[src/shared/seq_pkg.sv]
// Purpose: Shared constants for the simultaneous-sample conversion sequencer and its host
// Assumes: 40 MHz system clock
// Notes:   Timing counts derive from printed times
package seq_pkg;
  localparam int unsigned CLK_HZ         = 40_000_000;
  localparam int unsigned CONV_TIME_NS   = 1650;
  localparam int unsigned ACQ_TIME_NS    = 350;
  localparam int unsigned CLK_PERIOD_NS  = 1_000_000_000 / CLK_HZ;
  // Least times round up to whole cycles
  localparam int unsigned CONV_CYCLES    = (CONV_TIME_NS + CLK_PERIOD_NS - 1) / CLK_PERIOD_NS;
  localparam int unsigned ACQ_CYCLES     = (ACQ_TIME_NS + CLK_PERIOD_NS - 1) / CLK_PERIOD_NS;
  // Device pins pass a three-stage sampler, so read strobes stand several cycles
  localparam int unsigned RD_LOW_CYCLES  = 7;
  localparam int unsigned RD_GAP_CYCLES  = 7;
  localparam int unsigned DATA_W         = 12;
  localparam int unsigned NUM_CH         = 4;
  localparam int unsigned CNT_W          = 8;
  localparam logic [3:0]  CH_SEL_RESET   = 4'hF;
  typedef logic [DATA_W-1:0] sample_t;
endpackage : seq_pkg

[src/shared/seq_if.sv]
// Purpose: Pins between converter sequencer and host
// Assumes: Single clock, pins active low where named _n
// Notes:   Data bus is driven only while chip select and read are low
`timescale 1ns/100ps
interface seq_if;
  import seq_pkg::*;
  logic       conversion_start_n;
  logic       cs_n;
  logic       rd_n;
  logic [3:0] ch_sel;
  logic       eoc_n;
  logic       busy;
  sample_t    data_out;
  logic       data_oe;
  sample_t    data;
  assign data = data_oe ? data_out : '0;
  modport dev  (input conversion_start_n, cs_n, rd_n, ch_sel,
                output eoc_n, busy, data_out, data_oe);
  modport host (output conversion_start_n, cs_n, rd_n, ch_sel,
                input eoc_n, busy, data);
endinterface : seq_if

[src/rtl/seq_dev.sv]
// Purpose: Device end: simultaneous hold and sequenced conversion of four channels
// Assumes: Host pins arrive asynchronously; conversion core is modelled by sampled inputs
// Notes:   Results queue in ascending channel order and are popped per read
`timescale 1ns/100ps
module seq_dev
  import seq_pkg::*;
(
  input  wire logic                  clk,
  input  wire logic                  rst_n,
  seq_if.dev                         link,
  input  wire sample_t               analog_in [NUM_CH],
  input  wire logic                  sw_sel_mode,
  input  wire logic                  sw_sel_we,
  input  wire logic [3:0]            sw_sel_data,
  output logic                       hold_q,
  output logic [3:0]                 sw_sel_q
);
  typedef enum logic [1:0] {
    S_IDLE = 2'b00, S_CONV = 2'b01, S_NEXT = 2'b10
  } dstate_e;

  function automatic logic [2:0] first_ch(input logic [3:0] m);
    first_ch = 3'd4;
    for (int i = NUM_CH - 1; i >= 0; i--) begin
      if (m[i]) first_ch = 3'(i);
    end
  endfunction : first_ch

  // Three-stage samplers; change accepted when stages two and three agree
  logic [2:0] cs_s_q, rd_s_q, st_s_q;
  logic [3:0] ch_s1_q, ch_s2_q, ch_s3_q;
  logic       rd_act_q, rd_act_d, start_f_q, start_f_d;
  logic [3:0] pins_sel_q, pins_sel_d;

  dstate_e          st_q, st_d;
  logic [CNT_W-1:0] cnt_q, cnt_d;
  logic [3:0]       todo_q, todo_d;
  logic [1:0]       ch_q, ch_d;
  sample_t          held_q [NUM_CH];
  sample_t          held_d [NUM_CH];
  sample_t          res_q [NUM_CH];
  sample_t          res_d [NUM_CH];
  logic [1:0]       wr_q, wr_d, rp_q, rp_d;
  logic [2:0]       cnt_res_q, cnt_res_d;
  logic             eoc_q, eoc_d, busy_q, busy_d, hold_d;
  sample_t          dout_q, dout_d;
  logic [3:0]       sw_sel_d;
  logic [3:0]       sel;
  logic             start_fall, rd_fall, pop, push;
  logic [2:0]       next_ch;

  always_comb begin
    rd_act_d   = (cs_s_q[2] == cs_s_q[1] && rd_s_q[2] == rd_s_q[1]) ?
                 (!cs_s_q[2] && !rd_s_q[2]) : rd_act_q;
    start_f_d  = (st_s_q[2] == st_s_q[1]) ? !st_s_q[2] : start_f_q;
    pins_sel_d = (ch_s2_q == ch_s3_q) ? ch_s3_q : pins_sel_q;
    sw_sel_d   = sw_sel_we ? sw_sel_data : sw_sel_q;
  end

  // Qualified pin value, so a mask set together with the start edge is seen in time
  assign sel        = sw_sel_mode ? sw_sel_q : pins_sel_d;
  assign next_ch    = first_ch(todo_q);
  assign start_fall = start_f_d && !start_f_q;
  assign rd_fall    = rd_act_d && !rd_act_q;
  assign pop        = rd_fall && cnt_res_q != 3'd0;

  // Sequencer timed by the local clock, no external conversion clock
  always_comb begin
    st_d   = st_q;
    cnt_d  = cnt_q;
    todo_d = todo_q;
    ch_d   = ch_q;
    hold_d = hold_q;
    busy_d = busy_q;
    eoc_d  = 1'b0;
    push   = 1'b0;
    held_d = held_q;
    case (st_q)
      S_IDLE: begin
        if (start_fall && sel != 4'h0) begin
          held_d = analog_in;
          hold_d = 1'b1;
          busy_d = 1'b1;
          todo_d = sel;
          st_d   = S_NEXT;
        end
      end
      S_NEXT: begin
        if (next_ch == 3'd4) begin
          hold_d = 1'b0;
          busy_d = 1'b0;
          st_d   = S_IDLE;
        end else begin
          ch_d   = next_ch[1:0];
          cnt_d  = '0;
          st_d   = S_CONV;
        end
      end
      S_CONV: begin
        cnt_d = cnt_q + 1'b1;
        if (cnt_q == CNT_W'(CONV_CYCLES - 1)) begin
          eoc_d  = 1'b1;
          push   = 1'b1;
          todo_d = todo_q & ~(4'h1 << ch_q);
          st_d   = S_NEXT;
        end
      end
      default: st_d = S_IDLE;
    endcase
  end

  // Result queue in conversion order; reads may overlap conversions
  always_comb begin
    res_d     = res_q;
    wr_d      = wr_q;
    rp_d      = rp_q;
    cnt_res_d = cnt_res_q;
    dout_d    = dout_q;
    if (st_q == S_IDLE && start_fall && sel != 4'h0) begin
      wr_d      = 2'd0;
      rp_d      = 2'd0;
      cnt_res_d = 3'd0;
    end else begin
      if (push) begin
        res_d[wr_q] = held_q[ch_q];
        wr_d        = wr_q + 2'd1;
      end
      if (pop) begin
        dout_d = res_q[rp_q];
        rp_d   = rp_q + 2'd1;
      end
      cnt_res_d = cnt_res_q + 3'(push) - 3'(pop);
    end
  end

  always_ff @(posedge clk or negedge rst_n) begin
    if (!rst_n) begin
      cs_s_q     <= 3'b111;
      rd_s_q     <= 3'b111;
      st_s_q     <= 3'b111;
      ch_s1_q    <= 4'h0;
      ch_s2_q    <= 4'h0;
      ch_s3_q    <= 4'h0;
      rd_act_q   <= 1'b0;
      start_f_q  <= 1'b0;
      pins_sel_q <= 4'h0;
      sw_sel_q   <= CH_SEL_RESET;
      st_q       <= S_IDLE;
      cnt_q      <= '0;
      todo_q     <= 4'h0;
      ch_q       <= 2'd0;
      hold_q     <= 1'b0;
      busy_q     <= 1'b0;
      eoc_q      <= 1'b0;
      wr_q       <= 2'd0;
      rp_q       <= 2'd0;
      cnt_res_q  <= 3'd0;
      dout_q     <= '0;
      for (int i = 0; i < NUM_CH; i++) begin
        held_q[i] <= '0;
        res_q[i]  <= '0;
      end
    end else begin
      cs_s_q     <= {cs_s_q[1:0], link.cs_n};
      rd_s_q     <= {rd_s_q[1:0], link.rd_n};
      st_s_q     <= {st_s_q[1:0], link.conversion_start_n};
      ch_s1_q    <= link.ch_sel;
      ch_s2_q    <= ch_s1_q;
      ch_s3_q    <= ch_s2_q;
      rd_act_q   <= rd_act_d;
      start_f_q  <= start_f_d;
      pins_sel_q <= pins_sel_d;
      sw_sel_q   <= sw_sel_d;
      st_q       <= st_d;
      cnt_q      <= cnt_d;
      todo_q     <= todo_d;
      ch_q       <= ch_d;
      hold_q     <= hold_d;
      busy_q     <= busy_d;
      eoc_q      <= eoc_d;
      wr_q       <= wr_d;
      rp_q       <= rp_d;
      cnt_res_q  <= cnt_res_d;
      dout_q     <= dout_d;
      held_q     <= held_d;
      res_q      <= res_d;
    end
  end

  assign link.eoc_n    = !eoc_q;
  assign link.busy     = busy_q;
  assign link.data_out = dout_q;
  // Driving only while selected keeps the shared bus free for others
  assign link.data_oe  = rd_act_q;
endmodule : seq_dev

[src/flat_wrapper.sv]
// flat-port wrapper written by rule: the top's interface ports become plain ports
module seq_dev_flat import seq_pkg::*;
  (clk, rst_n, analog_in, sw_sel_mode, sw_sel_we, sw_sel_data, hold_q, sw_sel_q, link_conversion_start_n, link_cs_n, link_rd_n, link_ch_sel, link_eoc_n, link_busy, link_data_out, link_data_oe);
  seq_if link_i ();
  input  wire logic clk;
  input  wire logic rst_n;
  input  wire sample_t analog_in[NUM_CH];
  input  wire logic sw_sel_mode;
  input  wire logic sw_sel_we;
  input  wire logic [3:0] sw_sel_data;
  output logic hold_q;
  output logic [3:0] sw_sel_q;
  input wire logic [$bits(link_i.conversion_start_n)-1:0] link_conversion_start_n;
  input wire logic [$bits(link_i.cs_n)-1:0] link_cs_n;
  input wire logic [$bits(link_i.rd_n)-1:0] link_rd_n;
  input wire logic [$bits(link_i.ch_sel)-1:0] link_ch_sel;
  output wire logic [$bits(link_i.eoc_n)-1:0] link_eoc_n;
  output wire logic [$bits(link_i.busy)-1:0] link_busy;
  output wire logic [$bits(link_i.data_out)-1:0] link_data_out;
  output wire logic [$bits(link_i.data_oe)-1:0] link_data_oe;
  assign link_i.conversion_start_n = link_conversion_start_n;
  assign link_i.cs_n = link_cs_n;
  assign link_i.rd_n = link_rd_n;
  assign link_i.ch_sel = link_ch_sel;
  assign link_eoc_n = link_i.eoc_n;
  assign link_busy = link_i.busy;
  assign link_data_out = link_i.data_out;
  assign link_data_oe = link_i.data_oe;
  seq_dev u_core (.clk(clk), .rst_n(rst_n), .link(link_i), .analog_in(analog_in), .sw_sel_mode(sw_sel_mode), .sw_sel_we(sw_sel_we), .sw_sel_data(sw_sel_data), .hold_q(hold_q), .sw_sel_q(sw_sel_q));
endmodule
[config.mk]
export PLATFORM = sky130hd
export DESIGN_NAME = seq_dev_flat
export DESIGN_NICKNAME = d
export VERILOG_FILES = /design/src/shared/seq_pkg.sv /design/src/shared/seq_if.sv /design/src/rtl/seq_dev.sv /design/src/flat_wrapper.sv
export SDC_FILE = /design/constraint.sdc
export NUM_CORES = 1
export LEC_CHECK = 0
export BUFFER_PORTS_ARGS = -buffer_cell sky130_fd_sc_hd__buf_2
export CAP_MARGIN = 20
export CORE_MARGIN = 1.5
export CORE_UTILIZATION = 40
export DETAILED_ROUTE_END_ITERATION = 12
export PLACE_DENSITY = 0.57
export SLEW_MARGIN = 40
export SYNTH_ARGS = -nofsm -noshare
export SYNTH_HDL_FRONTEND = slang
export SYNTH_SLANG_ARGS = --single-unit
[constraint.sdc]
create_clock -name clk -period 2.9 [get_ports clk]
set_input_delay 0.435 -clock clk [delete_from_list [all_inputs] [get_ports clk]]
set_output_delay 0.435 -clock clk [all_outputs]
set_load 0.005 [all_outputs]
# After elaboration in Yosys (flattened, before gate mapping)
# Cells that the tools add are included.
totals:
  ff_bits: 164
op_classes:
  reduce_logical: 31
  n_lt_le_gt_ge: 4
  bitwise_logic: 7
  eq_ne: 12
  n_addsub: 5
  mux: 36
  shifts: 1
op_table:
  columns: ["cell", "n"]
  rows:
  - ["$mux 12", 5]
  - ["$bmux 12 s2", 2]
  - ["$bwmux 48", 1]
  - ["$demux 12 s2", 1]
  - ["$mux 4", 4]
  - ["$pmux 8 s2", 1]
  - ["$mux 3", 5]
  - ["$mux 2", 6]
  - ["$reduce_and 2->1", 6]
  - ["$reduce_bool 2->1", 5]
  - ["$ge 3x3->1 const B", 3]
  - ["$logic_and 1x1->1", 9]
  - ["$not 2->3", 3]
  - ["$add 8x1->8 const B", 1]
  - ["$eq 8x7->1 const B", 1]
  - ["$mux 8", 1]
  - ["$pmux 4 s2", 1]
  - ["$mux 1", 7]
  - ["$logic_not 1->1", 6]
  - ["$ne 2x1->1 const B", 3]
  - ["$pmux 2 s3", 1]
  - ["$reduce_and 3->1", 2]
  - ["$add 2x1->2 const B", 2]
  - ["$and 4x4->4", 1]
  - ["16 further kinds", 19]

# Longest topological paths before layout
depth:
  word_depth: 7
  ltp_mapped: 11
  depth_no_buf: 11

# Worst setup path after synthesis
# OpenSTA, ideal clock, no wires.
synth_path:
  kind: "register to register"
  from: "register u_core.rd_act_q (netlist: u_core.link.data_oe)"
  to: "register u_core.cnt_res_q[2]"
  stages_incl_launch_ff: 11
  period_less_slack_ns: 2.651
  path_slack_ns: 0.249
  required_ns: 2.781
  t_arrival_ns: 2.532
  setup_ns: 0.119
  path_cell_list: "dfrtp_1 or4_1 nor3_1 ha_1 inv_1 ha_1 inv_1 fa_1 xnor2_1 xnor2_1 and2_1"
synth_between:
  elab_chain_cells: 5
synth_rtl:
  columns: ["element", "line", "rtl"]
  rows:
  - ["from (decl)", "seq_dev.sv:32", "logic rd_act_q, rd_act_d, start_f_q, start_f_d;"]
  - ["from (signal assigned)", "seq_dev.sv:170", "rd_act_q <= rd_act_d;"]
  - ["$mux 1 / $logic_not 1->1 (equally long branches)", "seq_dev.sv:53, seq_dev.sv:64", null]
  - ["$logic_and 1x1->1 (*)", "seq_dev.sv:64", "assign rd_fall = rd_act_d && !rd_act_q;"]
  - ["$logic_and 1x1->1 (*)", "seq_dev.sv:65", "assign pop = rd_fall && cnt_res_q != 3'd0;"]
  - ["$sub 3x1->3 (*)", "seq_dev.sv:132", "cnt_res_d = cnt_res_q + 3'(push) - 3'(pop);"]
  - ["$mux 3 (*)", "seq_dev.sv:119", "if (st_q == S_IDLE && start_fall && sel != 4'h0) begin"]
  - ["via u_core.cnt_res_d[2]", "seq_dev.sv:44", "logic [2:0] cnt_res_q, cnt_res_d;"]
  - ["to (signal assigned)", "seq_dev.sv:183", "cnt_res_q <= cnt_res_d;"]
  - ["to (decl)", "seq_dev.sv:44", null]
# The timed path passes the listed nets; every way through them passes the cells marked *.
# A chain may end at the register's enable or synchronous reset.

# Worst setup path after layout
layout_path:
  from: "register u_core.ch_s3_q[3]"
  to: "register u_core.held_q[5] (netlist name)"
layout_between:
  elab_chain_cells: 6
layout_rtl:
  columns: ["element", "line", "rtl"]
  rows:
  - ["from (decl)", "seq_dev.sv:31", "logic [3:0] ch_s1_q, ch_s2_q, ch_s3_q;"]
  - ["from (signal assigned)", "seq_dev.sv:169", "ch_s3_q <= ch_s2_q;"]
  - ["$eq 4x4->1", "seq_dev.sv:56", "pins_sel_d = (ch_s2_q == ch_s3_q) ? ch_s3_q : pins_sel_q;"]
  - ["$mux 4 (*)", "seq_dev.sv:56", null]
  - ["$mux 4 (*)", "seq_dev.sv:61", "assign sel = sw_sel_mode ? sw_sel_q : pins_sel_d;"]
  - ["$reduce_bool 4->1 (*)", "seq_dev.sv:80", "if (start_fall && sel != 4'h0) begin"]
  - ["$logic_and 1x1->1 (*)", "seq_dev.sv:80", null]
  - ["$reduce_and 2->1 (no line) (*)", null, null]
  - ["to (signal assigned)", "seq_dev.sv:185", "held_q <= held_d;"]
  - ["to (decl)", "seq_dev.sv:39", "sample_t held_q [NUM_CH];"]
# Mark *: on every way between the ends. The rest lies on a longest branch, timed or not.

==> flow_summary.yaml <==
floorplan:
  coreArea_um2: 17180
  die_x_um: 135.3
  rows: 48
  die_h_um: 135.3
  start_util: 0.4079
  io_pins: 83
  dieArea_um2: 18320
clock_network:
  cts_setup_buffers: 0
  cts_root_buf: "clkbuf_16"
  cts-buffers-inserted: 17
  clock_sinks: 164
  htree_num_levels: 4
  insertion_delay_ns: 0.43
  cts.reportedPaths.clkPinSlew_ns: 0.06
  cts_tree: "yes"
  cts.repair.resized: 0
  hold_buffers: 0
  max-clock-path-buffers: 2
synth:
  synth_top_family_by_area: "multiplexers"
  synthesis.instances: 460
  async_flop_share: 1.000
  ys_seq_elements: 164
  netlist_area_um2: 7005
  synth_common_cells: "151 x dfrtp_1, 100 x mux2_2, 24 x mux4_2"
  yosysSeqAreaShare: 0.5881
  synth_edf_count: 0
  synth-compound-area-share: 0.04787
  synth_top_area_share: 0.5394
  synthAdderAreaFrac: 0.01715
  muxShareOfSynthArea: 0.2672
  yosysMostFrequentCell: "dfrtp_1"
  yosysWarnings: 0
  synth_area_per_cell_um2: 15.23
  yosysUniqueCellTypes: 43
  ys_top_cells_by_area: "dfrtp_1 54%, mux2_2 16%, mux4_2 7.7%"
  synthSimpleGateAreaFrac: 0.04161
  synthXorXnorAreaFrac: 0.01572
  synth_flop_cell: "dfrtp_1"
  synth_nets: 532
  yosysTopAreaCell: "dfrtp_1"
drt:
  detail-route-antenna-nets: 0
  drt-pass1-iter-count: 4
  top_layer: "met4"
  wl_per_cell_um: 17.59
  drcViolationCount: 0
  drt_iter0_markers: 199
  vias: 4047
  viasPerCell: 5.078
  routed-wl-met3_um: 466
  wl_met1_um: 6843
  wl_met2_um: 6502
  wl_um: 14020
sta:
  setup_viol: 0
  max_freq_mhz: 363.3
  worst_pin_slew_ns: 0.7084
  tns_ns: 0
  rsz0062_at_grt: "false"
  timing.final.crit_period_ns: 2.752
  drv_slew: 0
  whs_ns: 0.03725
  hold_violations: 0
  relSlewSlack: 0.5277
  skew_ns: 0.01070
  final.period_utilization: 0.9491
final_layout:
  fin_util: 0.4888
  syn2layout_area_growth_pct: 19.84
  fin_nets: 631
  final_cell_area_um2: 8396
  drive_above_1_share: 0.5035
  insertedDiodeCount: 0
power_and_ir_drop:
  p_sw_w: 0.001211
  power_w: 0.005187
  power_leakage_nw: 4.104
  switching_share: 0.2335
  power.density_nw_per_um2: 617.8
  p_int_w: 0.003976
  peakVddDrop_v: 0.0004741
  power_frac_comb: 0.080
  seq_power_share: 0.480
  p_clk_frac: 0.440
place:
  place_area_um2: 7794
  dp_hpwl_um: 9424
  routabilityCongestion: 0.7363
  placement.io_buffers: 82
grt:
  antenna_found_initial: 0
  grt_max_degree: 75
  grt_overflow: 0
  grt_pass1_wl_um: 23120
  grt_pass1_vias: 4286
  grt_use_total: 0.1678
worst_setup_path:
  worstPathRequired_ns: 3.21
  critPathMaxStageDelay_ns: 0.54
  critPathLaunchType: "flop"
  crit_fanout: 43
  crit_slowest_cell: "o41ai_1"
  cp_cell_sequence: "xor2_2 -> o41ai_1 -> a2bb2oi_1 -> o41ai_4 -> buf_12 -> mux2_2"
  crit_type: "flop to flop"
  arrival_ns: 3.06
  endpoint_kind: "flop"
min_path:
  worstHoldPathType: "input port to async pin"
status:
  status: "finished, final reports clean"
job:
  cap_violations: 0
layer usage:
layer / GRT usage / up-vias
li1: - / 1881
met1: 0.2360 / 2066
met2: 0.2568 / 83
met3: 0.03928 / 17
met4: 0.05735 / 0
met5: 0 / -
worst max-delay path, delay by kind of cell (launching register included):
| kind | cells | cell delay, ns |
|---|---|---|
| multiplexers | 1 | 0.37 |
| XOR/XNOR | 1 | 0.25 |
| AO/OA/AOI/OAI | 3 | 1.28 |
| flip-flops | 1 | 0.41 |
| buffers and inverters | 1 | 0.29 |
stage by stage:
step           instances  worst slack [ns]
4_1_cts              797            0.1691
5_1_grt              797           0.02656
2_1_floorplan        460            0.2492
3_3_place_gp         765            0.3248
3_5_place_dp         765            0.2319
6_report             797            0.1476
sequential cells by signal (all words and copies together) (netlist names), 3 cells and up:
register / count
u_core.pins_sel_q: 4
u_core.ch_s3_q: 4
u_core.cnt_res_q: 3
u_core.cnt_q: 8
u_core.held_q: 48
u_core.sw_sel_q: 4
u_core.ch_s1_q: 4
u_core.st_s_q: 3
u_core.res_q: 48
u_core.ch_s2_q: 4
u_core.link.data_out: 12
u_core.cs_s_q: 3
u_core.rd_s_q: 3
u_core.todo_q: 4
final timing paths:
kind | from | to | slack [ns] | cells after the start
max | u_core.ch_s3_q[3] | u_core.held_q[5] | 0.15 | 6
min | rst_n | u_core.cnt_q[4] | 0.04 | 1
max reg2reg | u_core.ch_s3_q[3] | u_core.held_q[5] | 0.15 | 6
min reg2reg | u_core.ch_s1_q[2] | u_core.ch_s2_q[2] | 0.35 | 0
max in group asynchronous | rst_n | u_core.sw_sel_q[2] | 2.03 | 2
min in group clk | link_conversion_start_n | u_core.st_s_q[0] | 0.11 | 1
layout make-up:
type                    instances  area, um^2
fillers                      1530        8781
flip-flops and latches        164        4123
multi-input cells             261        2740
repair buffers                101       596.8
clock buffers                  20       446.7
well taps                     225       281.5
clock inverters                12       155.1
inverters                      14       52.55
power by group through the flow:
stage / combinational, W / clock (W) / sequential, W
finish: 0.000416 / 0.00228 / 0.00249
floorplan: 0.000304 / 0 / 0.00246
global route: 0.000471 / 0.00244 / 0.00250
CTS: 0.000426 / 0.00234 / 0.00249
detailed placement: 0.000425 / 0 / 0.00253
global placement: 0.000414 / 0 / 0.00253
cells in the final DEF, fill, tap and decap left out, types with 13 or more instances in the layout:
| cell type | n |
|---|---|
| inv_1 | 14 |
| mux4_2 | 24 |
| clkbuf_16 | 17 |
| nand2_1 | 19 |
| mux2_2 | 100 |
| buf_4 | 16 |
| dfstp_2 | 13 |
| buf_2 | 81 |
| dfrtp_1 | 149 |
| o21ai_0 | 16 |
kinds of logic (layout without fill, tap and decap cells):
group / Yosys count / count (layout)
flip-flops: 164 / 164
AO/OA/AOI/OAI: 45 / 45
buffers and inverters: 35 / 147
XOR/XNOR: 10 / 10
adder cells (fa/ha/maj): 9 / 9
multiplexers: 139 / 139
AND/OR/NAND/NOR: 58 / 58
(Power assumes the default switching activity.)
